**src/shared/pdc_defs.svh**
```systemverilog
// Offsets, field positions, reset values and timing counts of the PWM block
`ifndef PDC_DEFS_SVH
`define PDC_DEFS_SVH

`define PDC_OFS_CTRL      12'h000
`define PDC_OFS_PERIOD    12'h004
`define PDC_OFS_MASTER    12'h008
`define PDC_OFS_STATUS    12'h00C
`define PDC_GEN_FIRST     8'h01
`define PDC_SUB_DUTY      4'h0
`define PDC_SUB_DT        4'h4
`define PDC_SUB_ALT       4'h8
`define PDC_SUB_GCTL      4'hC

`define PDC_CTRL_RUN      0
`define PDC_CTRL_DEFER    1
`define PDC_GCTL_MASTER   0
`define PDC_GCTL_INDOUT   1
`define PDC_GCTL_INDTB    2
`define PDC_GCTL_DTM      3
`define PDC_GCTL_PHASE    16
`define PDC_STAT_HIGH     8
`define PDC_STAT_LOW      16

`define PDC_DTM_POS       2'h0
`define PDC_DTM_NEG       2'h1
`define PDC_DTM_OFF       2'h2
`define PDC_DTM_DUAL      2'h3

`define PDC_RST_PERIOD    16'hFFF8
`define PDC_RST_DUTY      16'h0000
`define PDC_RST_DT        12'h000
`define PDC_DUTY_FULL     16'hFFFF

`define PDC_TB_HZ          120000000
`define PDC_PCLK_HZ        50000000
`define PDC_DUTY_STEP_PS   1050
`define PDC_PERIOD_STEP_PS 8400
`define PDC_TB_DIV         ((`PDC_PCLK_HZ + `PDC_TB_HZ - 1) / `PDC_TB_HZ)

`endif

```
**src/shared/pdc_pkg.sv**
```systemverilog
// Types and helper functions of the PWM block
`include "pdc_defs.svh"
package pdc_pkg;
	typedef logic [15:0] pdc_word_t;
	typedef logic [12:0] pdc_tb_t;
	typedef logic [11:0] pdc_dt_t;
	typedef enum logic {edge_rise, edge_fall} pdc_edge_e;

	function automatic logic [31:0] merge_bytes(input logic [31:0] old_w, input logic [31:0] new_w,
		input logic [3:0] strb);
		logic [31:0] r;
		r = old_w;
		for (int i = 0; i < 4; i++)
		begin
			if (strb[i])
				r[8*i +: 8] = new_w[8*i +: 8];
		end
		return r;
	endfunction

	// Values below one whole count give no pulse at all
	function automatic logic duty_hit(input pdc_word_t duty, input pdc_tb_t count);
		if (duty == `PDC_DUTY_FULL)
			return 1'b1;
		else if (duty[15:3] == 13'h0000)
			return 1'b0;
		else
			return count <= duty[15:3];
	endfunction

	// Bit 0 goes to the fine delay; edge cycle itself counts as one
	function automatic pdc_dt_t dt_load(input pdc_dt_t v);
		pdc_dt_t half;
		half = {1'b0, v[11:1]};
		return (half == 12'h000) ? 12'h000 : half - 12'h001;
	endfunction
endpackage

```
**src/design/pdc_compare.sv**
```systemverilog
// Local time base and duty comparison of one generator
`timescale 1ns/1ns
`include "pdc_defs.svh"
module pdc_compare (
	input  wire logic              pclk,
	input  wire logic              presetn,
	input  wire logic              tick,
	input  wire logic              run,
	input  wire logic              rollover,
	input  wire logic              indep_tb,
	input  wire pdc_pkg::pdc_word_t phase,
	input  wire pdc_pkg::pdc_word_t duty,
	output pdc_pkg::pdc_tb_t        local_time_count,
	output logic                    active
);
	always_ff @(posedge pclk or negedge presetn)
	begin
		if (!presetn)
			local_time_count <= 13'h0000;
		else if (!run)
			local_time_count <= 13'h0000;
		else if (tick)
		begin
			if (indep_tb)
				local_time_count <= (local_time_count == phase[15:3]) ? 13'h0000 : local_time_count + 13'h0001;
			else if (rollover)
				local_time_count <= phase[15:3];
			else
				local_time_count <= local_time_count + 13'h0001;
		end
	end

	always_ff @(posedge pclk or negedge presetn)
	begin
		if (!presetn)
			active <= 1'b0;
		else if (!run)
			active <= 1'b0;
		else
			active <= pdc_pkg::duty_hit(duty, local_time_count);
	end

	AST_DUTY_ZERO: assert property (@(posedge pclk) disable iff (!presetn)
		duty == `PDC_RST_DUTY |=> !active) else $error("zero duty gave a pulse");
	AST_DUTY_FULL: assert property (@(posedge pclk) disable iff (!presetn)
		run && duty == `PDC_DUTY_FULL |=> active) else $error("full duty went low");
	AST_DUTY_LE: assert property (@(posedge pclk) disable iff (!presetn)
		run && duty[15:3] != 13'h0000 && duty != `PDC_DUTY_FULL
		|=> active == ($past(local_time_count) <= $past(duty[15:3]))) else $error("compare wrong");
	AST_TB_STEP: assert property (@(posedge pclk) disable iff (!presetn)
		run && tick && !indep_tb && !rollover |=> local_time_count == $past(local_time_count) + 13'h0001)
		else $error("local count did not advance");
endmodule

```
**src/design/pdc_deadtime.sv**
```systemverilog
// Dead-time unit and output steering of one pin pair
`timescale 1ns/1ns
`include "pdc_defs.svh"
module pdc_deadtime (
	input  wire logic             pclk,
	input  wire logic             presetn,
	input  wire logic             tick,
	input  wire logic             run,
	input  wire logic             active,
	input  wire logic [1:0]       deadtime_mode_select,
	input  wire logic             indep_out,
	input  wire pdc_pkg::pdc_dt_t generator_deadtime_value,
	input  wire pdc_pkg::pdc_dt_t alternate_deadtime_value,
	output logic                  high_side_output,
	output logic                  low_side_output,
	output logic                  fine_dt
);
	logic                  act_d;
	pdc_pkg::pdc_dt_t      cnt;
	pdc_pkg::pdc_edge_e    ph;
	logic                  rise;
	logic                  fall;
	logic                  rise_blk;
	logic                  fall_blk;
	logic                  next_high;
	logic                  next_low;
	pdc_pkg::pdc_dt_t      fall_val;

	assign rise     = tick & active & ~act_d;
	assign fall     = tick & ~active & act_d;
	assign fall_val = (deadtime_mode_select == `PDC_DTM_DUAL) ? alternate_deadtime_value : generator_deadtime_value;
	assign rise_blk = rise | (cnt != 12'h000 && ph == pdc_pkg::edge_rise);
	assign fall_blk = fall | (cnt != 12'h000 && ph == pdc_pkg::edge_fall);

	always_ff @(posedge pclk or negedge presetn)
	begin
		if (!presetn)
		begin
			act_d <= 1'b0;
			cnt   <= `PDC_RST_DT;
			ph    <= pdc_pkg::edge_rise;
		end
		else if (!run)
		begin
			act_d <= 1'b0;
			cnt   <= `PDC_RST_DT;
		end
		else if (tick)
		begin
			act_d <= active;
			if (rise)
			begin
				cnt <= pdc_pkg::dt_load(generator_deadtime_value);
				ph  <= pdc_pkg::edge_rise;
			end
			else if (fall)
			begin
				cnt <= pdc_pkg::dt_load(fall_val);
				ph  <= pdc_pkg::edge_fall;
			end
			else if (cnt != 12'h000)
				cnt <= cnt - 12'h001;
		end
	end

	always_comb
	begin
		case (deadtime_mode_select)
			`PDC_DTM_OFF:
			begin
				next_high = active;
				next_low  = ~active;
			end
			`PDC_DTM_NEG:
			begin
				next_high = active | fall_blk;
				next_low  = ~active | rise_blk;
			end
			default:
			begin
				next_high = active & ~rise_blk;
				next_low  = ~active & ~fall_blk;
			end
		endcase
		if (indep_out)
			next_low = next_high;
	end

	always_ff @(posedge pclk or negedge presetn)
	begin
		if (!presetn)
		begin
			high_side_output <= 1'b0;
			low_side_output  <= 1'b0;
			fine_dt          <= 1'b0;
		end
		else if (!run)
		begin
			high_side_output <= 1'b0;
			low_side_output  <= 1'b0;
			fine_dt          <= 1'b0;
		end
		else
		begin
			high_side_output <= next_high;
			low_side_output  <= next_low;
			fine_dt          <= rise ? generator_deadtime_value[0] : fall ? fall_val[0] : fine_dt;
		end
	end

	AST_COMP_INV: assert property (@(posedge pclk) disable iff (!presetn)
		run && deadtime_mode_select == `PDC_DTM_OFF && !indep_out
		|=> high_side_output == $past(active) && low_side_output == !$past(active)) else $error("pair not inverse");
	AST_INDEP_SAME: assert property (@(posedge pclk) disable iff (!presetn)
		run && indep_out && deadtime_mode_select == `PDC_DTM_OFF
		|=> high_side_output == $past(active) && low_side_output == $past(active)) else $error("pins differ");
	AST_POS_DELAY: assert property (@(posedge pclk) disable iff (!presetn)
		run && rise && deadtime_mode_select == `PDC_DTM_POS |=> !high_side_output) else $error("no dead time");
	AST_NEG_OVERLAP: assert property (@(posedge pclk) disable iff (!presetn)
		run && rise && deadtime_mode_select == `PDC_DTM_NEG && !indep_out
		|=> high_side_output && low_side_output) else $error("no overlap");
	AST_NO_SHOOT: assert property (@(posedge pclk) disable iff (!presetn)
		deadtime_mode_select == `PDC_DTM_POS && !indep_out && $past(deadtime_mode_select) == `PDC_DTM_POS
		&& !$past(indep_out)
		|-> !(high_side_output && low_side_output)) else $error("shoot-through");
endmodule

```
**src/design/pdc_pwm.sv**
```systemverilog
// PWM duty comparison and dead-time block with APB registers
//
// Behaviour
// - One duty step is 1.05 ns, one period step 8.4 ns.
// - Time base nominally 120 MHz; frequency step is clock over period.
// - Two to four generators, private duty, optional shared master duty.
// - Thirteen-bit counters advance one count per time-base tick.
// - Output asserted while count is at most upper 13 duty bits.
// - Lowest three duty bits go to fine edge adjustment.
// - Duty writes any time; optional hold until primary rollover.
// - Complementary mode drives inverse of active signal on second pin.
// - Complementary outputs offered except push-pull and independent modes.
// - Independent output mode drives same signal on both pins.
// - Duty 0x0008 is the smallest value giving a pulse.
// - Duty 0x0000 holds output low, 0xFFFF holds it high.
// - Output waits until its complement has been off the dead time.
// - Dead time available on every pair in any output mode.
// - Negative dead time overlaps both outputs for the interval.
// - Two-bit field selects dead-time mode, disabled gives zero.
// - Edge detectors and 12-bit down counters delay transitions.
// - Alternate dead time applies to the complementary edge.
// - Twelve-bit dead time; lowest bit to fine adjustment.
// - Period match clears primary count and reloads phases of generators without independent time base.
// - Clearing run enable stops and clears all counters.
`timescale 1ns/1ns
`include "pdc_defs.svh"
module pdc_pwm #(
	parameter int NGEN   = 4,
	parameter int TB_DIV = `PDC_TB_DIV
) (
	input  wire logic                pclk,
	input  wire logic                presetn,
	input  wire logic                psel,
	input  wire logic                penable,
	input  wire logic                pwrite,
	input  wire logic [11:0]         paddr,
	input  wire logic [31:0]         pwdata,
	input  wire logic [3:0]          pstrb,
	output logic [31:0]              prdata,
	output logic                     pready,
	output logic                     pslverr,
	output logic [NGEN-1:0]          high_side_output,
	output logic [NGEN-1:0]          low_side_output,
	output logic [3*NGEN-1:0]        fine_duty_adj,
	output logic [NGEN-1:0]          fine_deadtime_adj
);
	localparam logic [7:0] NG8 = 8'(NGEN);
	localparam logic [7:0] DV8 = 8'(TB_DIV);

	logic                 module_run_enable;
	logic                 defer_duty;
	pdc_pkg::pdc_word_t   primary_period_value;
	pdc_pkg::pdc_tb_t     primary_time_count;
	pdc_pkg::pdc_word_t   master_pend;
	pdc_pkg::pdc_word_t   master_act;
	pdc_pkg::pdc_word_t   duty_pend [NGEN];
	pdc_pkg::pdc_word_t   duty_act [NGEN];
	pdc_pkg::pdc_word_t   phase [NGEN];
	pdc_pkg::pdc_dt_t     deadtime [NGEN];
	pdc_pkg::pdc_dt_t     alt_deadtime [NGEN];
	logic [1:0]           dt_mode [NGEN];
	logic [NGEN-1:0]      use_master;
	logic [NGEN-1:0]      indep_out;
	logic [NGEN-1:0]      indep_tb;
	logic [NGEN-1:0]      active;
	logic [7:0]           div_cnt;
	logic                 tick;
	logic                 rollover;
	logic                 is_gen;
	logic [7:0]           gidx;
	logic [1:0]           gi;
	logic                 mapped;
	logic                 wr;
	logic [31:0]          cur_word;
	logic [31:0]          wword;

	always_ff @(posedge pclk or negedge presetn)
	begin
		if (!presetn)
			div_cnt <= 8'h00;
		else if (!module_run_enable || div_cnt == DV8 - 8'h01)
			div_cnt <= 8'h00;
		else
			div_cnt <= div_cnt + 8'h01;
	end
	assign tick = module_run_enable && div_cnt == 8'h00;

	assign rollover = tick && primary_time_count == primary_period_value[15:3];

	always_ff @(posedge pclk or negedge presetn)
	begin
		if (!presetn)
			primary_time_count <= 13'h0000;
		else if (!module_run_enable)
			primary_time_count <= 13'h0000;
		else if (rollover)
			primary_time_count <= 13'h0000;
		else if (tick)
			primary_time_count <= primary_time_count + 13'h0001;
	end

	// Address decode
	assign gidx   = paddr[11:4] - `PDC_GEN_FIRST;
	assign gi     = gidx[1:0];
	assign is_gen = paddr[11:4] >= `PDC_GEN_FIRST && gidx < NG8 && paddr[1:0] == 2'h0;
	assign mapped = is_gen || paddr == `PDC_OFS_CTRL || paddr == `PDC_OFS_PERIOD
		|| paddr == `PDC_OFS_MASTER || paddr == `PDC_OFS_STATUS;
	assign wr      = psel && penable && pwrite && mapped;
	assign pready  = 1'b1;
	assign pslverr = psel && penable && !mapped;
	assign wword   = pdc_pkg::merge_bytes(cur_word, pwdata, pstrb);

	// Current word of the addressed register
	always_comb
	begin
		cur_word = 32'h0000_0000;
		case (paddr)
			`PDC_OFS_CTRL:
			begin
				cur_word[`PDC_CTRL_RUN]   = module_run_enable;
				cur_word[`PDC_CTRL_DEFER] = defer_duty;
			end
			`PDC_OFS_PERIOD:
				cur_word[15:0] = primary_period_value;
			`PDC_OFS_MASTER:
				cur_word[15:0] = master_pend;
			`PDC_OFS_STATUS:
			begin
				cur_word[`PDC_CTRL_RUN] = module_run_enable;
				for (int g = 0; g < NGEN; g++)
				begin
					cur_word[`PDC_STAT_HIGH + g] = high_side_output[g];
					cur_word[`PDC_STAT_LOW + g]  = low_side_output[g];
				end
			end
			default:
			begin
				if (is_gen)
				begin
					case (paddr[3:0])
						`PDC_SUB_DUTY:
							cur_word[15:0] = duty_pend[gi];
						`PDC_SUB_DT:
							cur_word[11:0] = deadtime[gi];
						`PDC_SUB_ALT:
							cur_word[11:0] = alt_deadtime[gi];
						default:
						begin
							cur_word[`PDC_GCTL_MASTER]      = use_master[gi];
							cur_word[`PDC_GCTL_INDOUT]      = indep_out[gi];
							cur_word[`PDC_GCTL_INDTB]       = indep_tb[gi];
							cur_word[`PDC_GCTL_DTM +: 2]    = dt_mode[gi];
							cur_word[`PDC_GCTL_PHASE +: 16] = phase[gi];
						end
					endcase
				end
			end
		endcase
	end

	// Read data captured in setup so it comes from a flop
	always_ff @(posedge pclk or negedge presetn)
	begin
		if (!presetn)
			prdata <= 32'h0000_0000;
		else if (psel && !penable && !pwrite)
			prdata <= cur_word;
	end

	// Module control and period
	always_ff @(posedge pclk or negedge presetn)
	begin
		if (!presetn)
		begin
			module_run_enable    <= 1'b0;
			defer_duty           <= 1'b0;
			primary_period_value <= `PDC_RST_PERIOD;
		end
		else if (wr && paddr == `PDC_OFS_CTRL)
		begin
			module_run_enable <= wword[`PDC_CTRL_RUN];
			defer_duty        <= wword[`PDC_CTRL_DEFER];
		end
		else if (wr && paddr == `PDC_OFS_PERIOD)
			primary_period_value <= wword[15:0];
	end

	always_ff @(posedge pclk or negedge presetn)
	begin
		if (!presetn)
		begin
			master_pend <= `PDC_RST_DUTY;
			for (int g = 0; g < NGEN; g++)
				duty_pend[g] <= `PDC_RST_DUTY;
		end
		else if (wr)
		begin
			if (paddr == `PDC_OFS_MASTER)
				master_pend <= wword[15:0];
			if (is_gen && paddr[3:0] == `PDC_SUB_DUTY)
				duty_pend[gi] <= wword[15:0];
		end
	end

	always_ff @(posedge pclk or negedge presetn)
	begin
		if (!presetn)
		begin
			master_act <= `PDC_RST_DUTY;
			for (int g = 0; g < NGEN; g++)
				duty_act[g] <= `PDC_RST_DUTY;
		end
		else if (!defer_duty || rollover)
		begin
			master_act <= master_pend;
			for (int g = 0; g < NGEN; g++)
				duty_act[g] <= duty_pend[g];
		end
	end

	always_ff @(posedge pclk or negedge presetn)
	begin
		if (!presetn)
		begin
			for (int g = 0; g < NGEN; g++)
			begin
				deadtime[g]     <= `PDC_RST_DT;
				alt_deadtime[g] <= `PDC_RST_DT;
				dt_mode[g]      <= `PDC_DTM_POS;
				phase[g]        <= 16'h0000;
			end
			use_master <= '0;
			indep_out  <= '0;
			indep_tb   <= '0;
		end
		else if (wr && is_gen)
		begin
			case (paddr[3:0])
				`PDC_SUB_DT:
					deadtime[gi] <= wword[11:0];
				`PDC_SUB_ALT:
					alt_deadtime[gi] <= wword[11:0];
				`PDC_SUB_GCTL:
				begin
					use_master[gi] <= wword[`PDC_GCTL_MASTER];
					indep_out[gi]  <= wword[`PDC_GCTL_INDOUT];
					indep_tb[gi]   <= wword[`PDC_GCTL_INDTB];
					dt_mode[gi]    <= wword[`PDC_GCTL_DTM +: 2];
					phase[gi]      <= wword[`PDC_GCTL_PHASE +: 16];
				end
				default:
					phase[gi] <= phase[gi];
			endcase
		end
	end

	// Per-generator compare and dead-time units
	for (genvar g = 0; g < NGEN; g++)
	begin : gen_unit
		pdc_pkg::pdc_word_t sel_duty;
		assign sel_duty = use_master[g] ? master_act : duty_act[g];

		always_ff @(posedge pclk or negedge presetn)
		begin
			if (!presetn)
				fine_duty_adj[3*g +: 3] <= 3'h0;
			else
				fine_duty_adj[3*g +: 3] <= module_run_enable ? sel_duty[2:0] : 3'h0;
		end

		pdc_compare u_cmp (
			.pclk             (pclk),
			.presetn          (presetn),
			.tick             (tick),
			.run              (module_run_enable),
			.rollover         (rollover),
			.indep_tb         (indep_tb[g]),
			.phase            (phase[g]),
			.duty             (sel_duty),
			.local_time_count (),
			.active           (active[g])
		);

		pdc_deadtime u_dt (
			.pclk                     (pclk),
			.presetn                  (presetn),
			.tick                     (tick),
			.run                      (module_run_enable),
			.active                   (active[g]),
			.deadtime_mode_select     (dt_mode[g]),
			.indep_out                (indep_out[g]),
			.generator_deadtime_value (deadtime[g]),
			.alternate_deadtime_value (alt_deadtime[g]),
			.high_side_output         (high_side_output[g]),
			.low_side_output          (low_side_output[g]),
			.fine_dt                  (fine_deadtime_adj[g])
		);
	end

	AST_PERIOD_WRAP: assert property (@(posedge pclk) disable iff (!presetn)
		rollover && module_run_enable |=> primary_time_count == 13'h0000) else $error("no wrap at period");
	AST_RUN_CLEAR: assert property (@(posedge pclk) disable iff (!presetn)
		!module_run_enable |=> primary_time_count == 13'h0000) else $error("count not cleared");
	AST_TB_ADV: assert property (@(posedge pclk) disable iff (!presetn)
		module_run_enable && tick && !rollover |=> primary_time_count == $past(primary_time_count) + 13'h0001)
		else $error("primary count stuck");
	AST_DEFER_HOLD: assert property (@(posedge pclk) disable iff (!presetn)
		defer_duty && !rollover |=> duty_act[0] == $past(duty_act[0])) else $error("duty applied early");
	AST_IDLE_OUT: assert property (@(posedge pclk) disable iff (!presetn)
		!module_run_enable ##1 !module_run_enable |-> high_side_output == '0 && low_side_output == '0)
		else $error("output active while stopped");
endmodule

```
**config.mk**
```make
export PLATFORM = sky130hd
export DESIGN_NAME = pdc_pwm
export DESIGN_NICKNAME = d
export VERILOG_FILES = /design/src/shared/pdc_pkg.sv /design/src/design/pdc_compare.sv /design/src/design/pdc_deadtime.sv /design/src/design/pdc_pwm.sv
export VERILOG_INCLUDE_DIRS = /design/src /design/src/shared
export SDC_FILE = /design/constraint.sdc
export NUM_CORES = 2
export LEC_CHECK = 0
export CAP_MARGIN = 20
export CORE_MARGIN = 2
export CORE_UTILIZATION = 40
export CTS_CLUSTER_SIZE = 24
export DETAILED_ROUTE_END_ITERATION = 10
export DONT_BUFFER_PORTS = 1
export PLACE_DENSITY = 0.52
export SKIP_CTS_REPAIR_TIMING = 1
export SLEW_MARGIN = 15
export SYNTH_ARGS = -nofsm -noshare
export SYNTH_HDL_FRONTEND = slang
export SYNTH_SLANG_ARGS = --single-unit
export TNS_END_PERCENT = 30
```
**constraint.sdc**
```tcl
create_clock -name pclk -period 3.6 [get_ports pclk]
set_input_delay 0.18 -clock pclk [delete_from_list [all_inputs] [get_ports pclk]]
set_output_delay 0.18 -clock pclk [all_outputs]
set_load 0.01 [all_outputs]
```
==> flow_metrics.py <==
metrics = {
    "run_status": {
        "outcome": "complete, but fails checks",
        "violations": "negative hold slack, max-slew violations",
    },
    "critical_path": {
        "worstSetupStartpointType": "flip-flop",
        "path_class": "reg -> reg",
        "crit_required_ns": 4.12,
        "arrival_ns": 3.78,
        "end_kind": "flip-flop",
        "path_max_fanout": 25,
    },
    "placed_design": {
        "dp_hpwl_mm": 91.4,
        "gp_congestion": 0.965,
        "place_area_um2": 33400,
        "dp.cells": 4397,
        "io_buffers": 0,
    },
    "final_layout": {
        "fillers": 7704,
        "final_cells": 4562,
        "final_util": 0.450,
        "drive_above_1_share": 0.116,
        "final_nets": 3595,
        "synthToLayoutAreaGrowth_pct": 11.9,
        "register_area_um2": 13700,
        "multi_input_area_um2": 17300,
        "design_area_um2": 36100,
    },
    "sta": {
        "setup_viol": 0,
        "max_freq_ghz": 0.307,
        "finalCritPeriodShare": 0.905,
        "slew_violations": 500,
        "hold_viol": 348,
        "tns_ns": 0,
        "whs_ns": -0.738,
        "rsz0062_at_grt": "no",
        "fin_crit_ns": 3.26,
        "relSlewSlack": -1.48,
        "fin_skew_ns": 0.0345,
        "tightest_slew_ns": 3.73,
    },
    "floorplanning": {
        "coreArea_um2": 80200,
        "num_rows": 104,
        "start_util": 0.403,
        "die_h_um": 288,
        "ios": 111,
        "die_w_um": 288,
        "die_area_um2": 83000,
    },
    "pwr": {
        "fin_total_pwr_w": 0.0163,
        "powerDensity_nw_per_um2": 451,
        "peakVddDrop_uv": 357,
        "p_leak_nw": 15.6,
    },
    "grt": {
        "grt_usage": 0.293,
        "antenna_found_initial": 4,
        "grt_pass1_wl_mm": 181,
        "grt_pass1_vias": 26300,
        "grt_max_degree": 548,
        "gr-total-overflow": 0,
    },
    "yosys": {
        "ys_warn_count": 0,
        "syn_area_um2": 32300,
        "synth_cell_type_count": 92,
        "synthCells": 3479,
        "yosysSeqAreaShare": 0.425,
        "synth_area_per_cell_um2": 9.28,
        "synth_edf_count": 0,
        "ys.flop_type": "dfrtp_1",
        "synth_fp_nets": 3627,
        "synth-async-reset-ratio": 1.00,
        "ys_ff_latch": 547,
    },
    "detailed_routing": {
        "routed-via-count": 27900,
        "routed_wl_mm": 123,
        "drt-initial-drc-count": 2977,
        "drc": 0,
        "drtPass1Iterations": 9,
        "ant_nets": 0,
        "viasPerCell": 6.12,
        "wl_per_cell_um": 27.0,
    },
    "min_path": {
        "hold_class": "in -> async",
    },
    "clocking": {
        "cts_buffers": 69,
        "htreeDepth": 3,
        "clock_sinks": 547,
        "clk_latency_ns": 0.64,
        "cts_tree": "yes",
        "clk_pin_slew_ns": 0.06,
        "clock_path_buffers": 3,
        "clockRootBuffer": "clkbuf_16",
    },
    "job": {
        "max-cap-violations": 0,
    },
}
==> final timing paths <==
check	cells past startpoint	slack, ns	start	to
worst max-delay path	7	0.34	dt_mode[6]	gen_unit[0].u_dt.cnt[3]
worst min-delay path	0	-0.74	presetn	gen_unit[3].u_dt.cnt[2]
worst max register to register	7	0.34	dt_mode[6]	gen_unit[0].u_dt.cnt[3]
worst min register to register	2	0.48	phase[49]	phase[49]
max in group asynchronous	0	1.42	presetn	duty_act[21]
min in group pclk	2	0.01	pwdata[3]	alt_deadtime[15]
==> registers in the layout (all words and copies together) (netlist names), 12 cells and up <==
register / flops
primary_time_count: 13
gen_unit.u_dt.cnt: 48
primary_period_value: 16
fine_duty_adj: 12
alt_deadtime: 48
duty_pend: 64
phase: 64
prdata: 32
duty_act: 64
master_act: 16
deadtime: 48
gen_unit.u_cmp.local_time_count: 52
master_pend: 16
==> synth_stat cells (all sizes together) (8+ instances only) <==
library cell  count  area, um^2
a211oi           11        82.6
a21o             15         113
a21oi           123         619
a221o            12         120
a221oi           13         114
a22o             12         105
a22oi            37         278
a31oi            26         163
a32o             10         100
a32oi             8        70.1
and2             22         138
and3             33         206
buf              72         430
clkbuf          167         628
dfrtp           534       13400
dfstp            13         342
ha               95        1190
inv              72         270
mux2             96        1080
mux2i           117        1170
mux4             62        1430
nand2           548        2060
nand2b           23         144
nand3            88         440
nand4            37         231
nor2            194         728
nor2b            17         106
nor3             93         465
nor3b            25         188
nor4             52         332
o211ai           16         120
o21ai           466        2350
o221ai           10        87.6
o22ai            18         113
o311ai            9        78.8
o31ai            27         208
or2              11        68.8
or3              14        87.6
or4              13        97.6
xnor2            68         596
xor2            103         902
==> area by class of cell <==
cell class / count / area share
inverters: 75 / 0.00780
clock buffers: 95 / 0.0528
clock inverters: 28 / 0.0103
multi-input cells: 2618 / 0.479
well taps: 1060 / 0.0367
repair buffers: 136 / 0.0338
diodes: 3 / 0.000208
flip-flops and latches: 547 / 0.380
==> power by group <==
part | leakage (nW) | switching [W] | internal (W)
clock | 1.11 | 0.00292 | 0.00417
sequential | 7.47 | 0.000487 | 0.00651
combinational | 7.07 | 0.00119 | 0.00101
==> layer usage <==
| metal | track usage | vias up | routed length, um |
|---|---|---|---|
| met5 | 0 | - | 0 |
| met4 | 0.0886 | 0 | 3750 |
| met3 | 0.0666 | 200 | 10300 |
| met2 | 0.441 | 1261 | 54000 |
| met1 | 0.419 | 14000 | 55200 |
| li1 | - | 12500 | - |
==> worst max-delay path: stages (launching register included) <==
cell	delay [ns]
dfrtp_1	0.47
ha_1	0.83
nor3_1	0.14
o21ai_0	0.47
nor2_1	0.15
a311oi_2	0.67
a21oi_1	0.14
o31ai_1	0.25
==> cell families after synthesis <==
| group | synth area share |
|---|---|
| simple gates | 0.171 |
| flops | 0.425 |
| compound gates | 0.166 |
| other cells | 0.000116 |
| buf+inv | 0.0415 |
| mux | 0.114 |
| fa+ha+maj | 0.0368 |
| xor+xnor | 0.0464 |
==> per-stage QoR <==
step                worst slack [ns]  hold WS [ns]
floorplan                     0.0997        -0.116
global placement               0.161       -0.0930
detailed placement             0.138       -0.0867
CTS                            0.412        -0.765
global route                  0.0684        -0.756
finish                         0.344        -0.738
==> placed cells by master (no fill, tap or decap), types with 11 or more instances in the layout <==
cell type / count
a221oi_1: 13
mux2_2: 96
a22o_1: 12
nor4_1: 51
dfrtp_1: 534
or2_2: 11
o211ai_1: 16
or4_1: 13
a31oi_1: 26
a211oi_1: 11
clkbuf_1: 18
or3_1: 14
nor3b_1: 24
clkbuf_16: 69
nand2_1: 545
dfstp_2: 13
nor2b_1: 17
a21oi_1: 122
xor2_1: 103
nor3_1: 93
o31ai_1: 25
nand2b_1: 23
and3_1: 33
ha_1: 94
buf_4: 89
a221o_1: 12
and2_1: 21
xnor2_1: 68
a22oi_1: 37
dlygate4sd3_1: 39
nand4_1: 37
nor2_1: 193
nand3_1: 88
o22ai_1: 18
a21o_1: 15
mux2i_1: 113
mux4_2: 53
inv_1: 72
o21ai_0: 451
Power figures use the tool's default switching activity.
